<file path="src/design/module_ctrl_regs.svh">
// Register offsets, field positions, reset values and timing counts of the control block
`ifndef MODULE_CTRL_REGS_SVH
`define MODULE_CTRL_REGS_SVH

// ----------------------------------------------------------------------------
// Clock and timing
// ----------------------------------------------------------------------------
`define CLK_MHZ 100
`define CLK_KHZ (`CLK_MHZ * 1000)
`define T_INIT_MS 2000
`define T_RESET_INIT_US 2
// Least restart pulse, rounded up to whole cycles
`define RESET_CYC (`T_RESET_INIT_US * `CLK_MHZ)
`define INIT_CYC (`T_INIT_MS * `CLK_KHZ)
`define INIT_CW 28
`define RST_CW 8

// ----------------------------------------------------------------------------
// Register indices (byte address is four times the index)
// ----------------------------------------------------------------------------
`define STATUS_IDX 6'h02
`define FLAGS_IDX 6'h03
`define MASK_IDX 6'h04
`define CTRL_IDX 6'h05

// ----------------------------------------------------------------------------
// Fields
// ----------------------------------------------------------------------------
`define NFLAG 9
`define LOS_LSB 0
`define FAULT_LSB 4
`define INIT_BIT 8
`define DNR_BIT 0
`define PD_BIT 0
`define MASK_RST 9'h000
`define FLAGS_RST 9'h000

`endif

</file>
<file path="src/design/module_ctrl_pkg.sv">
// Types shared by the module control block
package module_ctrl_pkg;

    // Life cycle of the module, one-hot
    typedef enum logic [2:0] {
        ST_HELD = 3'b001,
        ST_INIT = 3'b010,
        ST_RUN = 3'b100
    } state_t;

endpackage : module_ctrl_pkg

</file>
<file path="src/design/pin_sync.sv">
// Two-flop synchroniser for a group of pin inputs
`timescale 1ns/1ps
module pin_sync #(
    parameter int W = 1,
    parameter logic [W-1:0] RST_VAL = '0
) (
    // System
    input wire logic mclk,
    input wire logic nrst,
    input wire logic clkEn,
    // Data
    input wire logic [W-1:0] d,
    output logic [W-1:0] q
);
    logic [W-1:0] meta_r;
    logic [W-1:0] q_r;

    // First stage feeds only the second stage
    always_ff @(posedge mclk or negedge nrst) begin
        if (!nrst) begin
            meta_r <= RST_VAL;
            q_r <= RST_VAL;
        end else if (clkEn) begin
            meta_r <= d;
            q_r <= meta_r;
        end
    end

    assign q = q_r;
endmodule : pin_sync

</file>
<file path="src/design/module_ctrl_status_timing.sv">
// Control and status logic of a pluggable module: init, flags, mask, select, low power
//
// The APB register port and the placing of the registers were chosen for this implementation.
`timescale 1ns/1ps
`include "module_ctrl_regs.svh"
module module_ctrl_status_timing #(
    parameter int NCH = 4,
    parameter int INIT_CYC = `INIT_CYC
) (
    // System
    input wire logic mclk,
    input wire logic nrst,
    input wire logic clkEn,
    // APB slave
    input wire logic psel,
    input wire logic penable,
    input wire logic pwrite,
    input wire logic [7:0] paddr,
    input wire logic [31:0] pwdata,
    output logic [31:0] prdata,
    output logic pready,
    output logic pslverr,
    // Module pins
    input wire logic hard_restart_n,
    input wire logic bus_select_n,
    input wire logic low_power_request,
    output logic alert_out_n,
    output logic lowPowerOut,
    // Per-channel conditions
    input wire logic [NCH-1:0] rxLos,
    input wire logic [NCH-1:0] txFault
);

    // ------------------------------------------------------------------------
    // Pin synchronisers
    // ------------------------------------------------------------------------
    localparam int SW = 2 * NCH + 3;
    logic [SW-1:0] syncQ;
    logic restartS;
    logic selNS;
    logic lpS;
    logic [NCH-1:0] losS;
    logic [NCH-1:0] faultS;

    // Restart and select idle high so reset does not look like a pulse
    pin_sync #(
        .W(SW),
        .RST_VAL({1'b1, 1'b1, 1'b0, {(2 * NCH){1'b0}}})
    ) u_sync (
        .mclk(mclk),
        .nrst(nrst),
        .clkEn(clkEn),
        .d({hard_restart_n, bus_select_n, low_power_request, txFault, rxLos}),
        .q(syncQ)
    );

    assign restartS = syncQ[SW-1];
    assign selNS = syncQ[SW-2];
    assign lpS = syncQ[SW-3];
    assign faultS = syncQ[2*NCH-1:NCH];
    assign losS = syncQ[NCH-1:0];

    // ------------------------------------------------------------------------
    // State
    // ------------------------------------------------------------------------
    module_ctrl_pkg::state_t state_r, state_nxt;
    logic [`INIT_CW-1:0] initCnt_r, initCnt_nxt;
    logic [`RST_CW-1:0] rstCnt_r, rstCnt_nxt;
    logic [`NFLAG-1:0] flags_r, flags_nxt;
    logic [`NFLAG-1:0] mask_r, mask_nxt;
    logic [`NFLAG-1:0] newEv;
    logic pdown_r, pdown_nxt;
    logic dnr_r, dnr_nxt;
    logic [NCH-1:0] losP_r, losP_nxt;
    logic [NCH-1:0] faultP_r, faultP_nxt;
    logic alertN_r, alertN_nxt;
    logic lowPower_r, lowPower_nxt;
    logic [31:0] prdata_r, prdata_nxt;
    logic pready_r, pready_nxt;
    logic pslverr_r, pslverr_nxt;

    logic setup;
    logic access;
    logic busOk;
    logic mapped;
    logic [5:0] idx;
    logic [31:0] rdMux;

    assign setup = psel && !penable;
    assign access = psel && penable && pready_r;
    assign idx = paddr[7:2];
    // Select gating: deselected or held module refuses the bus
    assign busOk = !selNS && (state_r != module_ctrl_pkg::ST_HELD);
    // Only the low register window answers; anything else is refused
    assign mapped = (paddr[1:0] == 2'b00) && (idx >= `STATUS_IDX) && (idx <= `CTRL_IDX);

    // Rising edges of the conditions become flag events
    always_comb begin
        newEv = '0;
        newEv[`LOS_LSB +: NCH] = losS & ~losP_r;
        newEv[`FAULT_LSB +: NCH] = faultS & ~faultP_r;
    end

    // Read multiplexer
    always_comb begin
        rdMux = 32'h0000_0000;
        case (idx)
            `STATUS_IDX: rdMux = {28'h000_0000, lowPower_r, !selNS,
                state_r == module_ctrl_pkg::ST_RUN, dnr_r};
            `FLAGS_IDX: rdMux = {{(32 - `NFLAG){1'b0}}, flags_r};
            `MASK_IDX: rdMux = {{(32 - `NFLAG){1'b0}}, mask_r};
            `CTRL_IDX: rdMux = {31'h0000_0000, pdown_r};
            default: rdMux = 32'h0000_0000;
        endcase
    end

    // ------------------------------------------------------------------------
    // Next-state logic
    // ------------------------------------------------------------------------
    // Restart qualification, init sequencing, flags, mask and power-down writes
    always_comb begin
        state_nxt = state_r;
        initCnt_nxt = initCnt_r;
        rstCnt_nxt = rstCnt_r;
        flags_nxt = flags_r;
        mask_nxt = mask_r;
        pdown_nxt = pdown_r;
        dnr_nxt = dnr_r;
        losP_nxt = losS;
        faultP_nxt = faultS;

        // Count restart low time; short glitches are ignored
        if (!restartS) begin
            if (rstCnt_r != `RST_CW'(`RESET_CYC)) begin
                rstCnt_nxt = rstCnt_r + `RST_CW'(1);
            end
        end else begin
            rstCnt_nxt = '0;
        end

        case (state_r)
            module_ctrl_pkg::ST_HELD: begin
                dnr_nxt = 1'b1;
                flags_nxt = `FLAGS_RST;
                initCnt_nxt = '0;
                // Restart seen high starts the init timer
                if (restartS) begin
                    state_nxt = module_ctrl_pkg::ST_INIT;
                end
            end
            module_ctrl_pkg::ST_INIT: begin
                // Init ends after INIT_CYC cycles, right at the limit
                if (initCnt_r == `INIT_CW'(INIT_CYC - 1)) begin
                    state_nxt = module_ctrl_pkg::ST_RUN;
                    dnr_nxt = 1'b0;
                    flags_nxt[`INIT_BIT] = 1'b1;
                end else begin
                    initCnt_nxt = initCnt_r + `INIT_CW'(1);
                end
            end
            module_ctrl_pkg::ST_RUN: begin
                state_nxt = module_ctrl_pkg::ST_RUN;
            end
            default: begin
                state_nxt = module_ctrl_pkg::ST_HELD;
            end
        endcase

        // A qualified restart pulse overrides any state transition
        if (!restartS && rstCnt_r == `RST_CW'(`RESET_CYC - 1)) begin
            state_nxt = module_ctrl_pkg::ST_HELD;
        end

        // Register writes land at the access edge only
        if (access && pwrite && !pslverr_r) begin
            if (idx == `MASK_IDX) begin
                mask_nxt = pwdata[`NFLAG-1:0];
            end
            if (idx == `CTRL_IDX) begin
                pdown_nxt = pwdata[`PD_BIT];
            end
        end

        // Clear on read only the bits the host actually saw
        if (access && !pwrite && !pslverr_r && idx == `FLAGS_IDX) begin
            flags_nxt = flags_nxt & ~prdata_r[`NFLAG-1:0];
        end

        // A new event wins over a clear in the same cycle
        if (state_r == module_ctrl_pkg::ST_RUN) begin
            flags_nxt = flags_nxt | newEv;
        end
    end

    // Bus answers and pins, all registered so outputs come from flops
    always_comb begin
        // No wait state: answer built in setup, valid through access
        pready_nxt = setup;
        pslverr_nxt = setup && (!busOk || !mapped);
        prdata_nxt = (setup && busOk && mapped && !pwrite) ? rdMux : 32'h0000_0000;
        // Alert follows unmasked flags; mask takes effect next cycle
        alertN_nxt = !(|(flags_r & ~mask_r));
        // Pin or power-down bit both force low power
        lowPower_nxt = lpS || pdown_r;
    end

    // ------------------------------------------------------------------------
    // Registers
    // ------------------------------------------------------------------------
    // Clock enable freezes every flop; the bus stalls with it
    always_ff @(posedge mclk or negedge nrst) begin
        if (!nrst) begin
            state_r <= module_ctrl_pkg::ST_INIT;
            initCnt_r <= '0;
            rstCnt_r <= '0;
            flags_r <= `FLAGS_RST;
            mask_r <= `MASK_RST;
            pdown_r <= 1'b0;
            dnr_r <= 1'b1;
            losP_r <= '0;
            faultP_r <= '0;
            alertN_r <= 1'b1;
            lowPower_r <= 1'b0;
            prdata_r <= 32'h0000_0000;
            pready_r <= 1'b0;
            pslverr_r <= 1'b0;
        end else if (clkEn) begin
            state_r <= state_nxt;
            initCnt_r <= initCnt_nxt;
            rstCnt_r <= rstCnt_nxt;
            flags_r <= flags_nxt;
            mask_r <= mask_nxt;
            pdown_r <= pdown_nxt;
            dnr_r <= dnr_nxt;
            losP_r <= losP_nxt;
            faultP_r <= faultP_nxt;
            alertN_r <= alertN_nxt;
            lowPower_r <= lowPower_nxt;
            prdata_r <= prdata_nxt;
            pready_r <= pready_nxt;
            pslverr_r <= pslverr_nxt;
        end
    end

    assign prdata = prdata_r;
    assign pready = pready_r;
    assign pslverr = pslverr_r;
    assign alert_out_n = alertN_r;
    assign lowPowerOut = lowPower_r;
endmodule : module_ctrl_status_timing

</file>
<file path="config.mk">
export PLATFORM = sky130hd
export DESIGN_NAME = module_ctrl_status_timing
export DESIGN_NICKNAME = d
export VERILOG_FILES = /design/src/design/module_ctrl_pkg.sv /design/src/design/pin_sync.sv /design/src/design/module_ctrl_status_timing.sv
export VERILOG_INCLUDE_DIRS = /design/src /design/src/design
export SDC_FILE = /design/constraint.sdc
export NUM_CORES = 1
export LEC_CHECK = 0
export BUFFER_PORTS_ARGS = -buffer_cell sky130_fd_sc_hd__buf_2
export CAP_MARGIN = 15
export CORE_ASPECT_RATIO = 1.2
export CORE_MARGIN = 2
export CORE_UTILIZATION = 50
export DETAILED_ROUTE_END_ITERATION = 16
export HOLD_SLACK_MARGIN = 0.06
export PLACE_DENSITY = 0.75
export SYNTH_ARGS = -nofsm -noshare
export SYNTH_HDL_FRONTEND = slang
export SYNTH_SLANG_ARGS = --single-unit
</file>
<file path="constraint.sdc">
create_clock -name mclk -period 4.9 [get_ports mclk]
set_clock_uncertainty 0.2 [all_clocks]
set_input_delay 0.245 -clock mclk [delete_from_list [all_inputs] [get_ports mclk]]
set_output_delay 0.245 -clock mclk [all_outputs]
set_load 0.05 [all_outputs]
</file>
# After elaboration in Yosys (flattened, before gate mapping)
# Index checks and enable logic that the tools add are counted.
[op_classes] n_reduce_logical=36 magnitude_cmp=2 n_addsub=2 eq_ne=15 bitwise=9 muxes=17
[ops] op="28-bit case mux with 2 select lines" n=1
[ops] op="9-bit case mux with 4 select lines" n=1
[ops] op="32-bit 2-to-1 mux" n=1
[ops] op="28-bit by 1-bit adder with 28-bit output (second input constant)" n=1
[ops] op="28-bit == test (second input constant)" n=1
[ops] op="28-bit 2-to-1 mux" n=1
[ops] op="8-bit 2-to-1 mux" n=3
[ops] op="9-bit AND" n=2
[ops] op="9-bit 2-to-1 mux" n=2
[ops] op="9-bit NOT" n=2
[ops] op="1-bit logical AND" n=16
[ops] op="3-bit AND reduction" n=5
[ops] op="6-bit by 2-bit == test with 1-bit output (second input constant)" n=2
[ops] op="6-bit by 3-bit == test with 1-bit output (second input constant)" n=2
[ops] op="3-bit 2-to-1 mux" n=3
[ops] op="9-bit by 8-bit bitwise OR with 9-bit output" n=1
[ops] op="3-bit case mux with 3 select lines" n=1
[ops] op="9-bit OR reduction" n=1
[ops] op="8-bit by 1-bit adder with 8-bit output (second input constant)" n=1
[ops] op="4-bit AND" n=2
[ops] op="8-bit == test (second input constant)" n=1
[ops] op="1-bit logical NOT" n=8
[ops] op="8-bit inequality test (second input constant)" n=1
[ops] op="4-bit NOT" n=2
[ops] op="15 further kinds" n=20
[word_totals] regBits=125 inputBits=57 out_inout_bits=36 elab_cells=97

# Logic depth before layout (Yosys ltp)
[logic_depth] word_depth=8 depth_mapped=8 mapped_depth_nobuf=7

# Hierarchy
# Synthesis repeated with hierarchy kept, for this count alone.
[unflattened] cells_unflattened=478 hier_area_um2=5064.9
[modules_own_cells] module="module_ctrl_status_timing" seq_area_each_um2=2005.7 area_each_um2=4239.1 instances=1 cells_per_inst=432
[modules_own_cells] module="pin_sync" seq_area_each_um2=555.5 area_each_um2=825.8 instances=1 cells_per_inst=46

# Worst setup path before layout
# No wires, ideal clock.
[synth_path] kind="reg2reg" start="register rstCnt_r[4]" end="register state_r[2]" arrival_ps=1770 path_slack_ps=2785 synth_period_minus_slack_ps=2115 path_buffers=0 path_stages_with_launch=6 setup_time_ps=145 required_ps=4555 path_cell_list="dfrtp_1 -> or4b_2 -> nor4_1 -> o31ai_1 -> nand2_1 -> o21ai_0"
[synth_between] elab_chain_cells=4 elab_cells_between_ends=6 classes_between="eq/ne (3); mux (1); reduce/logical (2)"
[synth_rtl] element="start: declaration" line="module_ctrl_status_timing.sv:68" text="logic [`RST_CW-1:0] rstCnt_r, rstCnt_nxt;"
[synth_rtl] element="start signal: assignment" line="module_ctrl_status_timing.sv:230" text="rstCnt_r <= rstCnt_nxt;"
[synth_rtl] element="8-bit == test (*)" line="module_ctrl_status_timing.sv:170" text="if (!restartS && rstCnt_r == `RST_CW'(`RESET_CYC - 1)) begin"
[synth_rtl] element="1-bit logical AND (*)" line="module_ctrl_status_timing.sv:170"
[synth_rtl] element="3-bit by 2-bit inequality test with 1-bit output (no source line) / 3-bit inequality test (equally long branches)"
[synth_rtl] element="3-bit AND reduction (no source line)"
[synth_rtl] element="end signal: assignment" line="module_ctrl_status_timing.sv:213" text="state_r <= module_ctrl_pkg::ST_INIT;"
[synth_rtl] element="end signal: assignment" line="module_ctrl_status_timing.sv:228" text="state_r <= state_nxt;"
[synth_rtl] element="end: declaration" line="module_ctrl_status_timing.sv:66" text="module_ctrl_pkg::state_t state_r, state_nxt;"
# Mark *: on every way between the ends. The rest lies on a longest branch, timed or not.
# A chain may end at the register's enable or synchronous reset.

# Final worst setup path
[layout_path] start="register initCnt_r[0]" end="register initCnt_r[3]"
[layout_between] elab_chain_cells=3 elab_cells_between_ends=6 classes_between="add/sub (1); eq/ne (2); mux (2); reduce/logical (1)"
[layout_rtl] element="start: declaration" line="module_ctrl_status_timing.sv:67" text="logic [`INIT_CW-1:0] initCnt_r, initCnt_nxt;"
[layout_rtl] element="start signal: assignment" line="module_ctrl_status_timing.sv:229" text="initCnt_r <= initCnt_nxt;"
[layout_rtl] element="28-bit by 1-bit adder with 28-bit output / 28-bit == test (equally long branches)" line="module_ctrl_status_timing.sv:158, module_ctrl_status_timing.sv:153"
[layout_rtl] element="28-bit 2-to-1 mux / 2-bit inequality test (equally long branches)"
[layout_rtl] element="28-bit case mux with 2 select lines / 3-bit AND reduction (equally long branches)"
# Parallel ways exist; a longest one is shown, timed or not. The select of a mux whose other input is x is not followed.

==> summary.md <==
| Metric | Value |
|---|---|
| Slew of the pin with the lowest slew margin | 0.748 ns |
| Count of flip-flops with a built-in enable after synthesis | 0 |
| Root cell of the clock tree | clkbuf_16 |
| Post-synthesis sequential element count | 102 |
| Aggregate global routing overflow | 0 |
| # fillers | 853 |
| Sequential share of the synthesized area | between 40 and 50% |
| Number of antenna violations at the first check in global routing | 0 |
| Depth of the worst register-to-register path | 6 |
| Count of endpoints failing setup in the final report | 0 |
| Min Tclk post-route | 2.91 ns |
| I/O pin count | 93 |
| Clk sinks | 102 |
| RSZ-0062 raised after global routing | no |
| Clock transition at path regs | 0.07 ns |
| Post-DP HPWL | about 7.7 mm |
| Final hold violation count | 0 |
| Area of the mapped netlist | between 5000 and 6000 sq um |
| Hold slack final | 0.141 ns |
| Pin count of the biggest net entering global routing | 68 |
| Initial standard-cell utilization of the core | 50.7% |
| Post-placement cell area | 5460 sq um |
| Total power of the final layout | 2060 uW |
| Number of H-tree levels | 3 |
| Part of the total power dissipated in the clock network | about 38% |
| Count of unique library cells instantiated by Yosys | 70 |
| Arrival @ worst endpoint | 2.90 ns |
| Area growth from synthesis to layout | 13.7% |
| Final period utilization | ~60% |
| First-pass iteration count of the detailed router | 5 |
| Final wirelength | 11.1 mm |
| Pre-CTS WS | 2.03 ns |
| Number of buffers added on ports | 46 |
| Starting DRT DRC Count | about 330 |
| Setup repair bufs after CTS | 0 |
| Horizontal die dimension | 97.8 microns |
| Class of the most critical setup path | reg -> reg |
| Chip height | 117 microns |
| Weighted congestion reported at the end of routability-driven placement | between 0.8 and 0.9 |
| Layout Cell Area excl Fill | ~6000 sq um |
| Via count of the first global-routing pass | 3957 |
| Yosys Warn Count | 0 |
| Fraction of power consumed by combinational cells | between 10% and 20% |
| Number of nets in the layout | ~620 |
| Top achievable clock speed | 0.344 GHz |
| Worst EP required | 4.90 ns |
| Clock tree from TritonCTS | yes |
| Cells after Synth | 500 |
| Most area-consuming cells after synthesis | dfrtp_1, mux2_2, dfstp_2 |
| Die Footprint | 11400 sq um |
| CTS Buf Count | 9 |
| Remaining design rule violation count | 0 |
| Count of cells along the worst hold path | 4 |
| Share of total power in sequential cells | 46.9% |
| Max Cap Viol | 0 |
| ANT cells | 0 |
| Area share of the leading cell type in the synthesized netlist | 45.0% |
| VDD IR-drop max | 0.000195 V |
| Critical Path Sink Type | flip-flop |
| Worst-case headroom to the max-slew limit | about half |
| Worst setup SP type | flip-flop |
| Bufs on Longest Clock Path | 2 |
| Share of synthesized registers carrying an async set or reset | 100% |
| Area leader, netlist | dfrtp_1 |
| Outcome | complete, no violations |
| Post-synth top flop | dfrtp_1 |
| Biggest fanout along the worst timing path | 20 |
| Global-route total usage across every layer | approximately a fifth |
| Final worst slack | 1.99 ns |
| Share of total power consumed by net switching | 27.9% |
| Max-slew violations | 0 |
| Internal Power | 1490 uW |
| Fraction of layout instances using a drive strength above 1 | between 20% and 30% |
| First-pass GRT wire length | 18.8 mm |
| Count of antenna-violating nets left after detailed routing | 0 |
| Vias per Instance | 5.81 |
| Mean Syn Cell Area | approximately 11 sq um |
| Routed vias | 4001 |
| Sum of negative setup slack | 0 ns |
| Leakage power of the design | between 0.002 and 0.003 uW |
| Power per Cell Area | 344 nW/um^2 |
| Later-pin clock latency in the skew report | roughly 0.34 ns |
| Net switching component of the power | between 500 and 600 uW |
| Routed length per placed instance | 16.1 microns |
| Floorplan Core Area | ~10000 sq um |
| Path class of the lowest-slack min-delay path | in -> reg |
| Row count | between 40 and 50 |
[cell usage in the layout, fill, tap and decap left out, drive strengths merged, types with 9 or more instances in the layout]
cell type / synthesis / final
clkbuf: 12 / 11
conb: 1 / 23
nor3: 17 / 17
inv: 33 / 34
o21ai: 21 / 21
dlygate4sd3: 0 / 22
mux2: 40 / 40
dfrtp: 95 / 95
o31ai: 9 / 9
nand3: 18 / 18
nand4: 11 / 11
nor2b: 10 / 10
nand2: 31 / 31
and3: 9 / 9
nor2: 19 / 19
o22ai: 11 / 11
buf: 37 / 49
a21oi: 15 / 15
[registers in the layout (all words and copies together) (netlist names), 8 cells and up]
register       count
initCnt_r         28
flags_r            9
mask_r             9
prdata             9
u_sync.meta_r     11
u_sync.q          11
rstCnt_r           8
[cells by family (layout without fill, tap and decap cells)]
| logic type | after synthesis | after routing | synth area share, % |
|---|---|---|---|
| other cells | 1 | 23 | 0.0710 |
| simple gates | 159 | 159 | 17.7 |
| fa+ha+maj | 3 | 3 | 0.710 |
| flops | 102 | 102 | 48.5 |
| xor+xnor | 9 | 9 | 1.49 |
| compound gates | 98 | 98 | 13.5 |
| mux | 46 | 46 | 9.66 |
| buf+inv | 82 | 120 | 8.38 |
[synthesized netlist by cell type, types with 3 or more instances]
| cell type | n |
|---|---|
| a22oi_1 | 8 |
| nor2b_1 | 10 |
| a21oi_1 | 15 |
| mux2i_1 | 6 |
| buf_1 | 7 |
| o21a_1 | 4 |
| o41ai_1 | 3 |
| nand2_1 | 31 |
| nand4_1 | 10 |
| nor4bb_1 | 3 |
| ha_1 | 3 |
| mux2_2 | 40 |
| o21ai_0 | 21 |
| buf_4 | 24 |
| a32o_1 | 8 |
| or4_1 | 7 |
| and3_1 | 7 |
| or3_1 | 4 |
| inv_1 | 33 |
| o31ai_1 | 9 |
| nor3_1 | 14 |
| nand3_1 | 18 |
| nor2_1 | 19 |
| clkbuf_1 | 9 |
| nor4_1 | 5 |
| dfrtp_1 | 95 |
| o22ai_1 | 11 |
| nand2b_1 | 6 |
| dfstp_2 | 7 |
| nand3b_1 | 3 |
| xnor2_1 | 8 |
| buf_6 | 4 |
[metal layers]
metal / GRT usage [%] / vias up / share of wire [%]
met2: 35.8 / 117 / 52
met5: 0 / - / 0
met1: 24.5 / 1984 / 41
li1: - / 1883 / -
met4: 7.78 / 0 / 2.1
met3: 3.77 / 17 / 4.2
[what timing repair did]
| action | 4_1_cts | 5_1_grt |
|---|---|---|
| gates resized for setup | 0 | 0 |
| endpoints found under the hold margin | 74 | 0 |
| hold buffers | 22 | 0 |
[worst paths after layout]
| kind | startpoint | end | slack (ns) |
|---|---|---|---|
| min in group asynchronous | nrst | u_sync.meta_r[6] | 0.31 |
| max in group asynchronous | nrst | initCnt_r[2] | 3.10 |
| worst max register to register | initCnt_r[0] | initCnt_r[3] | 1.99 |
| worst min register to register | alert_out_n | alert_out_n | 0.27 |
| worst min-delay path | psel | pslverr | 0.14 |
| worst max-delay path | initCnt_r[0] | initCnt_r[3] | 1.99 |
[cell type report]
type	count	area (sq um)	area share (%)
clock inverters	5	81.3	1.35
flip-flops and latches	102	2560	42.6
well taps	129	161	2.69
inverters	33	124	2.06
repair buffers	71	475	7.91
multi-input cells	338	2360	39.3
clock buffers	11	243	4.04
[power groups by stage]
| stage | Clock [uW] | Sequential, uW | Combinational (uW) |
|---|---|---|---|
| after global placement | 0 | 977 | 298 |
| after detailed placement | 0 | 983 | 310 |
| after global routing | 820 | 978 | 357 |
| after floorplan | 0 | 961 | 276 |
| after CTS | 788 | 967 | 324 |
| final | 775 | 967 | 322 |
[through the flow]
step / instances / utilization (%)
after global placement: 651 / 52.5
after global routing: 689 / 57.7
after CTS: 689 / 57.7
after floorplan: 522 / -
final: 689 / 57.7
after detailed placement: 651 / 52.5
[worst max-delay path, stage by stage (launching register included)]
cell	delay, ns
dfrtp_1	0.44
ha_1	0.24
nand3_1	0.38
o41ai_4	0.85
buf_4	0.36
mux2i_1	0.21
nor3_1	0.07
Note: power is estimated with default switching activity, not from simulation.
